### src/cmd_frame_regs.vh
`ifndef CMD_FRAME_REGS_VH
`define CMD_FRAME_REGS_VH

// frame lengths in bytes
`define CF_CORE_LEN          4'h7
`define CF_SERIAL_CMD_LEN    4'h9
`define CF_SERIAL_REPLY_LEN  4'h9
`define CF_CAN_REPLY_LEN     4'h6

// byte positions inside a serial frame
`define CF_POS_ADDR          4'h0
`define CF_POS_CODE          4'h1
`define CF_POS_TYPE          4'h2
`define CF_POS_MOTOR         4'h3
`define CF_POS_VALUE_MSB     4'h4
`define CF_POS_VALUE_LSB     4'h7
`define CF_POS_CHECKSUM      4'h8

// byte positions inside a serial reply
`define CF_RPOS_REPLY_ADDR   4'h0
`define CF_RPOS_MODULE_ADDR  4'h1
`define CF_RPOS_STATUS       4'h2
`define CF_RPOS_CODE         4'h3
`define CF_RPOS_VALUE_MSB    4'h4
`define CF_RPOS_VALUE_LSB    4'h7
`define CF_RPOS_CHECKSUM     4'h8

// offset of the first byte that is still present on CAN
`define CF_CAN_CMD_SKIP      4'h1
`define CF_CAN_REPLY_SKIP    4'h2

// reply status codes
`define CF_ST_OK             8'h64
`define CF_ST_STORED         8'h65
`define CF_ST_BAD_CHECKSUM   8'h01
`define CF_ST_BAD_COMMAND    8'h02
`define CF_ST_BAD_TYPE       8'h03
`define CF_ST_BAD_VALUE      8'h04
`define CF_ST_CFG_LOCKED     8'h05
`define CF_ST_NOT_AVAILABLE  8'h06

// receive buffer shape
`define CF_FIFO_WIDTH        8
`define CF_FIFO_DEPTH        32
`define CF_FIFO_AW           5

`endif

### src/byte_fifo.v
`timescale 1ns/100ps
module byte_fifo #(
    parameter WIDTH = 8,
    parameter DEPTH = 32,
    parameter AW    = 5
) (
    input  wire             clk_sys,
    input  wire             arst_n,
    input  wire [WIDTH-1:0] inData,
    input  wire             inValid,
    output wire             inReady,
    output wire [WIDTH-1:0] outData,
    output wire             outValid,
    input  wire             outReady
);
    localparam [AW:0] DEPTH_C = DEPTH;

    reg  [WIDTH-1:0] mem [0:DEPTH-1];
    reg  [AW-1:0]    wrPtr_ff;
    reg  [AW-1:0]    rdPtr_ff;
    reg  [AW:0]      count_ff;
    reg              inReady_ff;
    reg              outValid_ff;
    reg  [WIDTH-1:0] outData_ff;
    wire             push;
    wire             load;
    wire [AW:0]      nxt_count;

    assign push      = inValid & inReady_ff;
    // the output register refills from memory whenever memory holds a byte and the register is empty or being taken
    assign load      = (count_ff != {(AW+1){1'b0}}) & (~outValid_ff | outReady);
    assign nxt_count = count_ff + {{AW{1'b0}}, push} - {{AW{1'b0}}, load};
    assign inReady   = inReady_ff;
    assign outValid  = outValid_ff;
    assign outData   = outData_ff;

    always @(posedge clk_sys) begin
        if (push) begin
            mem[wrPtr_ff] <= inData;
        end
    end

    always @(posedge clk_sys or negedge arst_n) begin
        if (!arst_n) begin
            wrPtr_ff    <= {AW{1'b0}};
            rdPtr_ff    <= {AW{1'b0}};
            count_ff    <= {(AW+1){1'b0}};
            inReady_ff  <= 1'b1;
            outValid_ff <= 1'b0;
            outData_ff  <= {WIDTH{1'b0}};
        end else begin
            count_ff   <= nxt_count;
            inReady_ff <= (nxt_count != DEPTH_C);
            if (push) begin
                wrPtr_ff <= wrPtr_ff + 1'b1;
            end
            if (load) begin
                rdPtr_ff    <= rdPtr_ff + 1'b1;
                outData_ff  <= mem[rdPtr_ff];
                outValid_ff <= 1'b1;
            end else if (outReady) begin
                outValid_ff <= 1'b0;
            end
        end
    end
endmodule // byte_fifo

### src/cmd_frame_interp.v
// Contract
// - listen by default, drive bus only replying
// - never transmit before a command arrives
// - exactly one reply per executed command
// - command core is seven bytes
// - serial frame adds address and checksum
// - serial byte order, value MSB first
// - command checksum is 8-bit sum, verified
// - CAN frames carry no address, checksum
// - serial reply byte order, value MSB first
// - reply checksum is 8-bit sum
// - CAN reply omits address and checksum
// - status 100 done, 101 stored
// - error status codes one to six
`timescale 1ns/100ps
`include "cmd_frame_regs.vh"
module cmd_frame_interp #(
    parameter FIFO_DEPTH = `CF_FIFO_DEPTH,
    parameter FIFO_AW    = `CF_FIFO_AW
) (
    input  wire        clk_sys,
    input  wire        arst_n,
    input  wire        canMode,
    input  wire [7:0]  moduleAddr,
    input  wire [7:0]  replyAddr,
    input  wire [7:0]  rxData,
    input  wire        rxValid,
    output wire        rxReady,
    output reg         cmdValid_ff,
    output reg  [7:0]  cmdCode_ff,
    output reg  [7:0]  cmdType_ff,
    output reg  [7:0]  cmdMotor_ff,
    output reg  [31:0] cmdValue_ff,
    input  wire        execDone,
    input  wire [7:0]  execStatus,
    input  wire [31:0] execValue,
    output reg  [7:0]  txData_ff,
    output reg         txValid_ff,
    input  wire        txReady,
    output reg         txFirst_ff,
    output reg         txLast_ff,
    output reg  [7:0]  txCanId_ff,
    output reg         busDriveEn_ff,
    output reg         frameDropped_ff,
    output reg         checksumError_ff
);
    localparam [1:0] ST_COLLECT = 2'h0;
    localparam [1:0] ST_EXEC    = 2'h1;
    localparam [1:0] ST_REPLY   = 2'h2;

    localparam [3:0] CMD_LAST_SERIAL   = `CF_SERIAL_CMD_LEN - 4'h1;
    localparam [3:0] REPLY_LAST_SERIAL = `CF_SERIAL_REPLY_LEN - 4'h1;
    localparam [3:0] REPLY_LAST_CAN    = `CF_CAN_REPLY_LEN - 4'h1;

    reg  [1:0]  state_ff;
    reg  [3:0]  rxIdx_ff;
    reg         frameCan_ff;
    reg  [7:0]  rxSum_ff;
    reg  [7:0]  rxAddr_ff;
    reg  [7:0]  rplStatus_ff;
    reg  [31:0] rplValue_ff;
    reg  [7:0]  txSum_ff;
    reg  [3:0]  txIdx_ff;
    wire [7:0]  fifoData;
    wire        fifoValid;
    wire        fifoReady;
    wire        popByte;
    wire        isCan;
    wire [3:0]  rxPos;
    wire [3:0]  txPos;
    wire        rxLastByte;
    wire [7:0]  nxt_rxSum;

    // map a byte index to its serial position, skipping the bytes absent on CAN
    function [3:0] serialPos;
        input [3:0] idx;
        input       can;
        input [3:0] skip;
        begin
            serialPos = can ? idx + skip : idx;
        end
    endfunction

    function [7:0] replyByte;
        input [3:0]  pos;
        input [7:0]  rAddr;
        input [7:0]  mAddr;
        input [7:0]  status;
        input [7:0]  code;
        input [31:0] value;
        input [7:0]  sum;
        begin
            case (pos)
                `CF_RPOS_REPLY_ADDR:  replyByte = rAddr;
                `CF_RPOS_MODULE_ADDR: replyByte = mAddr;
                `CF_RPOS_STATUS:      replyByte = status;
                `CF_RPOS_CODE:        replyByte = code;
                4'h4:                 replyByte = value[31:24];
                4'h5:                 replyByte = value[23:16];
                4'h6:                 replyByte = value[15:8];
                `CF_RPOS_VALUE_LSB:   replyByte = value[7:0];
                `CF_RPOS_CHECKSUM:    replyByte = sum;
                default:              replyByte = 8'h00;
            endcase
        end
    endfunction

    // incoming bytes wait here while a command executes or a reply goes out
    byte_fifo #(
        .WIDTH (`CF_FIFO_WIDTH),
        .DEPTH (FIFO_DEPTH),
        .AW    (FIFO_AW)
    ) u_rx_fifo (
        .clk_sys  (clk_sys),
        .arst_n   (arst_n),
        .inData   (rxData),
        .inValid  (rxValid),
        .inReady  (rxReady),
        .outData  (fifoData),
        .outValid (fifoValid),
        .outReady (fifoReady)
    );

    // only drained while collecting, so the host stalls if it runs ahead
    assign fifoReady = (state_ff == ST_COLLECT);
    assign popByte   = fifoValid & fifoReady;
    // frame kind is fixed at its first byte
    assign isCan     = (rxIdx_ff == 4'h0) ? canMode : frameCan_ff;
    assign rxPos     = serialPos(rxIdx_ff, isCan, `CF_CAN_CMD_SKIP);
    assign rxLastByte = isCan ? (rxPos == `CF_POS_VALUE_LSB) : (rxPos == CMD_LAST_SERIAL);
    assign nxt_rxSum = rxSum_ff + fifoData;
    assign txPos     = serialPos(txIdx_ff, frameCan_ff, `CF_CAN_REPLY_SKIP);

    always @(posedge clk_sys or negedge arst_n) begin
        if (!arst_n) begin
            state_ff         <= ST_COLLECT;
            rxIdx_ff         <= 4'h0;
            frameCan_ff      <= 1'b0;
            rxSum_ff         <= 8'h00;
            rxAddr_ff        <= 8'h00;
            rplStatus_ff     <= 8'h00;
            rplValue_ff      <= 32'h00000000;
            txSum_ff         <= 8'h00;
            txIdx_ff         <= 4'h0;
            cmdValid_ff      <= 1'b0;
            cmdCode_ff       <= 8'h00;
            cmdType_ff       <= 8'h00;
            cmdMotor_ff      <= 8'h00;
            cmdValue_ff      <= 32'h00000000;
            txData_ff        <= 8'h00;
            txValid_ff       <= 1'b0;
            txFirst_ff       <= 1'b0;
            txLast_ff        <= 1'b0;
            txCanId_ff       <= 8'h00;
            busDriveEn_ff    <= 1'b0;
            frameDropped_ff  <= 1'b0;
            checksumError_ff <= 1'b0;
        end else begin
            cmdValid_ff      <= 1'b0;
            frameDropped_ff  <= 1'b0;
            checksumError_ff <= 1'b0;
            case (state_ff)
                ST_COLLECT: begin
                    busDriveEn_ff <= 1'b0;
                    txValid_ff    <= 1'b0;
                    if (popByte) begin
                        if (rxIdx_ff == 4'h0) begin
                            frameCan_ff <= canMode;
                        end
                        if (rxPos != `CF_POS_CHECKSUM) begin
                            rxSum_ff <= nxt_rxSum;
                        end
                        case (rxPos)
                            `CF_POS_ADDR:  rxAddr_ff   <= fifoData;
                            `CF_POS_CODE:  cmdCode_ff  <= fifoData;
                            `CF_POS_TYPE:  cmdType_ff  <= fifoData;
                            `CF_POS_MOTOR: cmdMotor_ff <= fifoData;
                            `CF_POS_CHECKSUM: begin
                            end
                            default:       cmdValue_ff <= {cmdValue_ff[23:0], fifoData};
                        endcase
                        if (!rxLastByte) begin
                            rxIdx_ff <= rxIdx_ff + 4'h1;
                        end else begin
                            rxIdx_ff <= 4'h0;
                            rxSum_ff <= 8'h00;
                            if (isCan) begin
                                cmdValid_ff <= 1'b1;
                                state_ff    <= ST_EXEC;
                            end else if (rxAddr_ff != moduleAddr) begin
                                frameDropped_ff <= 1'b1;
                            end else if (rxSum_ff != fifoData) begin
                                checksumError_ff <= 1'b1;
                                rplStatus_ff     <= `CF_ST_BAD_CHECKSUM;
                                rplValue_ff      <= 32'h00000000;
                                txIdx_ff         <= 4'h0;
                                txSum_ff         <= 8'h00;
                                txCanId_ff       <= replyAddr;
                                state_ff         <= ST_REPLY;
                            end else begin
                                cmdValid_ff <= 1'b1;
                                state_ff    <= ST_EXEC;
                            end
                        end
                    end
                end
                ST_EXEC: begin
                    // executor supplies 100, 101 or one of the error codes
                    if (execDone) begin
                        rplStatus_ff <= execStatus;
                        rplValue_ff  <= execValue;
                        txIdx_ff     <= 4'h0;
                        txSum_ff     <= 8'h00;
                        txCanId_ff   <= replyAddr;
                        state_ff     <= ST_REPLY;
                    end
                end
                ST_REPLY: begin
                    busDriveEn_ff <= 1'b1;
                    if (!txValid_ff || txReady) begin
                        if (txIdx_ff <= (frameCan_ff ? REPLY_LAST_CAN : REPLY_LAST_SERIAL)) begin
                            txData_ff  <= replyByte(txPos, replyAddr, moduleAddr, rplStatus_ff,
                                                    cmdCode_ff, rplValue_ff, txSum_ff);
                            txSum_ff   <= txSum_ff + replyByte(txPos, replyAddr, moduleAddr, rplStatus_ff,
                                                               cmdCode_ff, rplValue_ff, txSum_ff);
                            txValid_ff <= 1'b1;
                            txFirst_ff <= (txIdx_ff == 4'h0);
                            txLast_ff  <= (txIdx_ff == (frameCan_ff ? REPLY_LAST_CAN : REPLY_LAST_SERIAL));
                            txIdx_ff   <= txIdx_ff + 4'h1;
                        end else begin
                            // last byte taken: give the bus back
                            txValid_ff    <= 1'b0;
                            txFirst_ff    <= 1'b0;
                            txLast_ff     <= 1'b0;
                            busDriveEn_ff <= 1'b0;
                            state_ff      <= ST_COLLECT;
                        end
                    end
                end
                default: begin
                    state_ff <= ST_COLLECT;
                end
            endcase
        end
    end
endmodule // cmd_frame_interp

### config.mk
export PLATFORM = sky130hd
export DESIGN_NAME = cmd_frame_interp
export DESIGN_NICKNAME = d
export VERILOG_FILES = /design/src/byte_fifo.v /design/src/cmd_frame_interp.v
export VERILOG_INCLUDE_DIRS = /design/src
export SDC_FILE = /design/constraint.sdc
export NUM_CORES = 1
export LEC_CHECK = 0
export ABC_AREA = 1
export ABC_CLOCK_PERIOD_IN_PS = 3600
export BUFFER_PORTS_ARGS = -buffer_cell sky130_fd_sc_hd__buf_4
export CAP_MARGIN = 40
export CORE_MARGIN = 2
export CORE_UTILIZATION = 50
export DETAILED_ROUTE_END_ITERATION = 8
export PLACE_DENSITY_LB_ADDON = 0.05
export SYNTH_ARGS = -nofsm -noshare
export SYNTH_HDL_FRONTEND = slang
export SYNTH_SLANG_ARGS = --single-unit
### constraint.sdc
create_clock -name clk_sys -period 3.6 [get_ports clk_sys]
set_input_delay 0.36 -clock clk_sys [delete_from_list [all_inputs] [get_ports clk_sys]]
set_output_delay 0.36 -clock clk_sys [all_outputs]
set_load 0.02 [all_outputs]
==> flow_metrics.py <==
metrics = {
    "die": {
        "die_area_mm2": 0.03910,
        "die_h_um": 197.7,
        "die_x_um": 197.7,
        "core_area_mm2": 0.03679,
        "io_pins": 150,
        "initial_core_util": 0.5102,
        "rows": 70,
    },
    "sta": {
        "tightest_slew_ns": 0.8875,
        "tns_ns": 0,
        "rsz0062_at_grt": "no",
        "fmax_ghz": 0.3103,
        "final_hold_viol_count": 0,
        "setup_viol": 0,
        "slew_viol_final": 0,
        "post-route-period-util": 0.8953,
        "slew-limit-headroom": 0.4062,
        "fin_crit_ns": 3.223,
        "skew_ns": 0.02119,
    },
    "logic_synthesis": {
        "muxShareOfSynthArea": 0,
        "syn_nets": 1885,
        "syn_area_mm2": 0.01877,
        "ys_seq_area_frac": 0.6497,
        "async_flop_share": 0.4128,
        "yosysWarnings": 0,
        "synth_ff_type": "edfxtp_1",
        "synth_cell_types": 45,
        "synth-edff-count": 256,
        "synthSimpleGateAreaFrac": 0.1459,
        "synth_seq_cells": 436,
        "synth_compound_area_frac": 0.1204,
        "syn_inst": 1777,
        "syn_avg_cell_area_um2": 10.56,
        "synth_adder_area_share": 0.02654,
        "synth-xor-area-share": 0.01253,
        "synth_top_family_by_area": "simple AND/OR/NAND/NOR gates",
    },
    "layout": {
        "layout-drive-gt1-share": 0.1395,
        "nNetsFinal": 2027,
        "fill_cells": 3075,
        "layout_common_cells": "339 x nand2_1, 256 x edfxtp_1, 245 x o21ai_0",
        "syn2layout_area_growth_pct": 16.66,
        "mostFrequentLayoutCell": "nand2_1",
        "postLayoutCellArea_mm2": 0.02189,
        "multiInputGateArea_mm2": 0.005746,
        "regArea_mm2": 0.01220,
        "diodes": 0,
    },
    "power": {
        "ir_drop_uv": 540.5,
        "cellLeakagePower_uw": 0.008965,
        "power_density_mw_per_mm2": 940.2,
    },
    "drt": {
        "dr_total_vias": 13410,
        "viasPerCell": 5.528,
        "ant_nets": 0,
        "drt_drc_violations_left": 0,
        "post_drt_wl_per_cell_um": 19.57,
        "firstDrtPassIters": 6,
        "first_iter_violations": 1034,
        "wl_um": 47470,
    },
    "worst_setup_path": {
        "critical_path_class": "flip-flop to flip-flop",
        "crit_required_ns": 4.06,
        "crit_end": "txSum_ff[6]$_DFFE_PN0P_",
        "crit_fanout": 7,
        "reg2reg_slack_ns": 0.38,
        "cpMaxStageDelayCell": "dfrtp_1",
        "critPathArrivalTime_ns": 3.68,
        "crit_start": "txIdx_ff[2]$_DFFE_PN0P_",
        "start_kind": "flip-flop",
        "path_common_cell": "nand2_1",
        "max_stage_delay_ns": 0.44,
        "cp-end-kind": "flip-flop",
        "path_cells": "ha_1 > nand2_1 > nand2_1 > nand2_1 > nand2_1 > inv_1 > nand2_1 > inv_1 > a22oi_1 > nand4_1 > ha_1 > fa_1 > nand2_1 > nand2_1 > a21oi_1 > o21ai_0 > a21oi_1 > xor2_1 > o21ai_0",
        "timing.rr.end": "txSum_ff[6]$_DFFE_PN0P_",
        "regToRegStartpoint": "txIdx_ff[2]$_DFFE_PN0P_",
        "reg2reg_depth": 19,
    },
    "clock_network": {
        "postCtsSetupBuffers": 0,
        "numCtsBuffers": 46,
        "cts_root_buf": "clkbuf_16",
        "cts_sinks": 436,
        "cts_tree": "yes",
        "clkSlewWorstSetupHoldPaths_ns": 0.06,
        "clockBufferDepth": 3,
        "cts_max_level": 2,
        "clk_latency_ns": 0.60,
    },
    "global_route": {
        "grt_max_degree": 131,
        "grt_pass1_vias": 12470,
        "antenna_found_initial": 0,
        "grt_pass1_wl_um": 72780,
        "grt_use_total": 0.2459,
        "grt-ovfl-total": 0,
    },
    "flow_run": {
        "maxCapViolations": 0,
    },
    "placed_design": {
        "place_congestion": 0.8500,
        "hpwl_um": 31020,
        "io_buffers": 149,
        "dpl-instance-area_mm2": 0.02036,
    },
    "status": {
        "status": "completed",
    },
    "worst_hold_path": {
        "min_path_type": "primary input to flip-flop",
    },
}
-- timing repair --
item / in CTS / in global routing
gates resized for setup: 0 / 1
hold buffers: 1 / 0
hold endpoints to repair: 86 / 0
endpoints found under the setup margin: 0 / 3
-- cell usage after synthesis, types with 7 or more instances --
| library cell | n | area [um2] |
|---|---|---|
| nand2_1 | 339 | 1272 |
| edfxtp_1 | 256 | 7687 |
| o21ai_0 | 245 | 1226 |
| nor2_1 | 211 | 792.0 |
| dfrtp_1 | 179 | 4479 |
| inv_1 | 119 | 446.7 |
| clkbuf_1 | 61 | 229.0 |
| nand3_1 | 59 | 295.3 |
| o22ai_1 | 42 | 262.8 |
| a21oi_1 | 39 | 195.2 |
| ha_1 | 35 | 437.9 |
| nand4_1 | 31 | 193.9 |
| o21ai_1 | 31 | 155.2 |
| o221ai_1 | 27 | 236.5 |
| xor2_1 | 20 | 175.2 |
| buf_2 | 10 | 50.05 |
| buf_6 | 7 | 78.83 |
| o211ai_1 | 7 | 52.55 |
-- power by group --
part | internal, uW | switching, uW
Sequential | 6430 | 748
Clock | 2760 | 2000
Combinational | 2850 | 5800
-- registers in the layout, summed over array words and instances, names as in the netlist, 2 cells and up --
signal / count
u_rx_fifo.wrPtr_ff: 5
txSum_ff: 8
cmdCode_ff: 8
u_rx_fifo.outData: 8
rxSum_ff: 8
cmdValue_ff: 32
u_rx_fifo.count_ff: 6
rxAddr_ff: 8
rplValue_ff: 32
txData_ff: 8
rxIdx_ff: 4
txCanId_ff: 8
state_ff: 2
u_rx_fifo.mem: 256
u_rx_fifo.rdPtr_ff: 5
cmdMotor_ff: 8
txIdx_ff: 4
cmdType_ff: 8
rplStatus_ff: 8
-- worst min-delay path by stage --
stage	startpoint	endpoint	cells past startpoint
after global placement	arst_n	cmdValue_ff[29]$_DFFE_PN0P_	1
after detailed placement	txData_ff[5]$_DFFE_PN0P_	txData_ff[5]$_DFFE_PN0P_	2
after CTS	execValue[21]	rplValue_ff[21]$_DFFE_PN0P_	3
after global routing	execValue[9]	rplValue_ff[9]$_DFFE_PN0P_	3
final	execValue[9]	rplValue_ff[9]$_DFFE_PN0P_	3
after floorplan	arst_n	busDriveEn_ff$_DFFE_PN0P_	0
-- layout make-up --
class | instances | area share
Sequential cell | 436 | 0.5571
Tap cell | 468 | 0.02675
Timing Repair Buffer | 176 | 0.06304
Inverter | 124 | 0.02132
Multi-Input combinational cell | 1135 | 0.2624
Clock inverter | 23 | 0.01206
Clock buffer | 63 | 0.05732
-- cells by family after synthesis --
kind of cell	Yosys count
XOR/XNOR	26
AO/OA/AOI/OAI	407
adder cells (fa/ha/maj)	38
flip-flops	436
buffers and inverters	206
AND/OR/NAND/NOR	664
-- metrics by stage --
stage	cells	hold slack, ns	setup WS (ns)	util	power, uW
after CTS	2425	0.01120	0.3319	0.5951	20770
after global routing	2425	0.02075	0.04414	0.5952	22090
final	2425	0.03700	0.3769	0.5952	20580
after detailed placement	2338	0.4718	0.3482	0.5535	15960
after global placement	2334	0.4670	0.3788	0.5527	15800
after floorplan	1777	0.06441	0.7177	-	13030
-- worst max-delay path: cells and delay by family, from the launching register on --
family	cells	cell delay, ns
xor gates and xnor gates	1	0.14
adders and majority gates	3	0.88
buffers and inverters	2	0.18
DFF	1	0.44
AOI/OAI and AO/OA	5	0.73
and+or+nand+nor	8	0.74
-- routing by layer --
metal,share of wire,routed length (um),GRT usage
met4,0.027,1274,0.08159
met3,0.053,2521,0.02998
met1,0.44,20930,0.3446
met5,0,0,0
met2,0.48,22740,0.4015
Power figures use the tool's default switching activity.
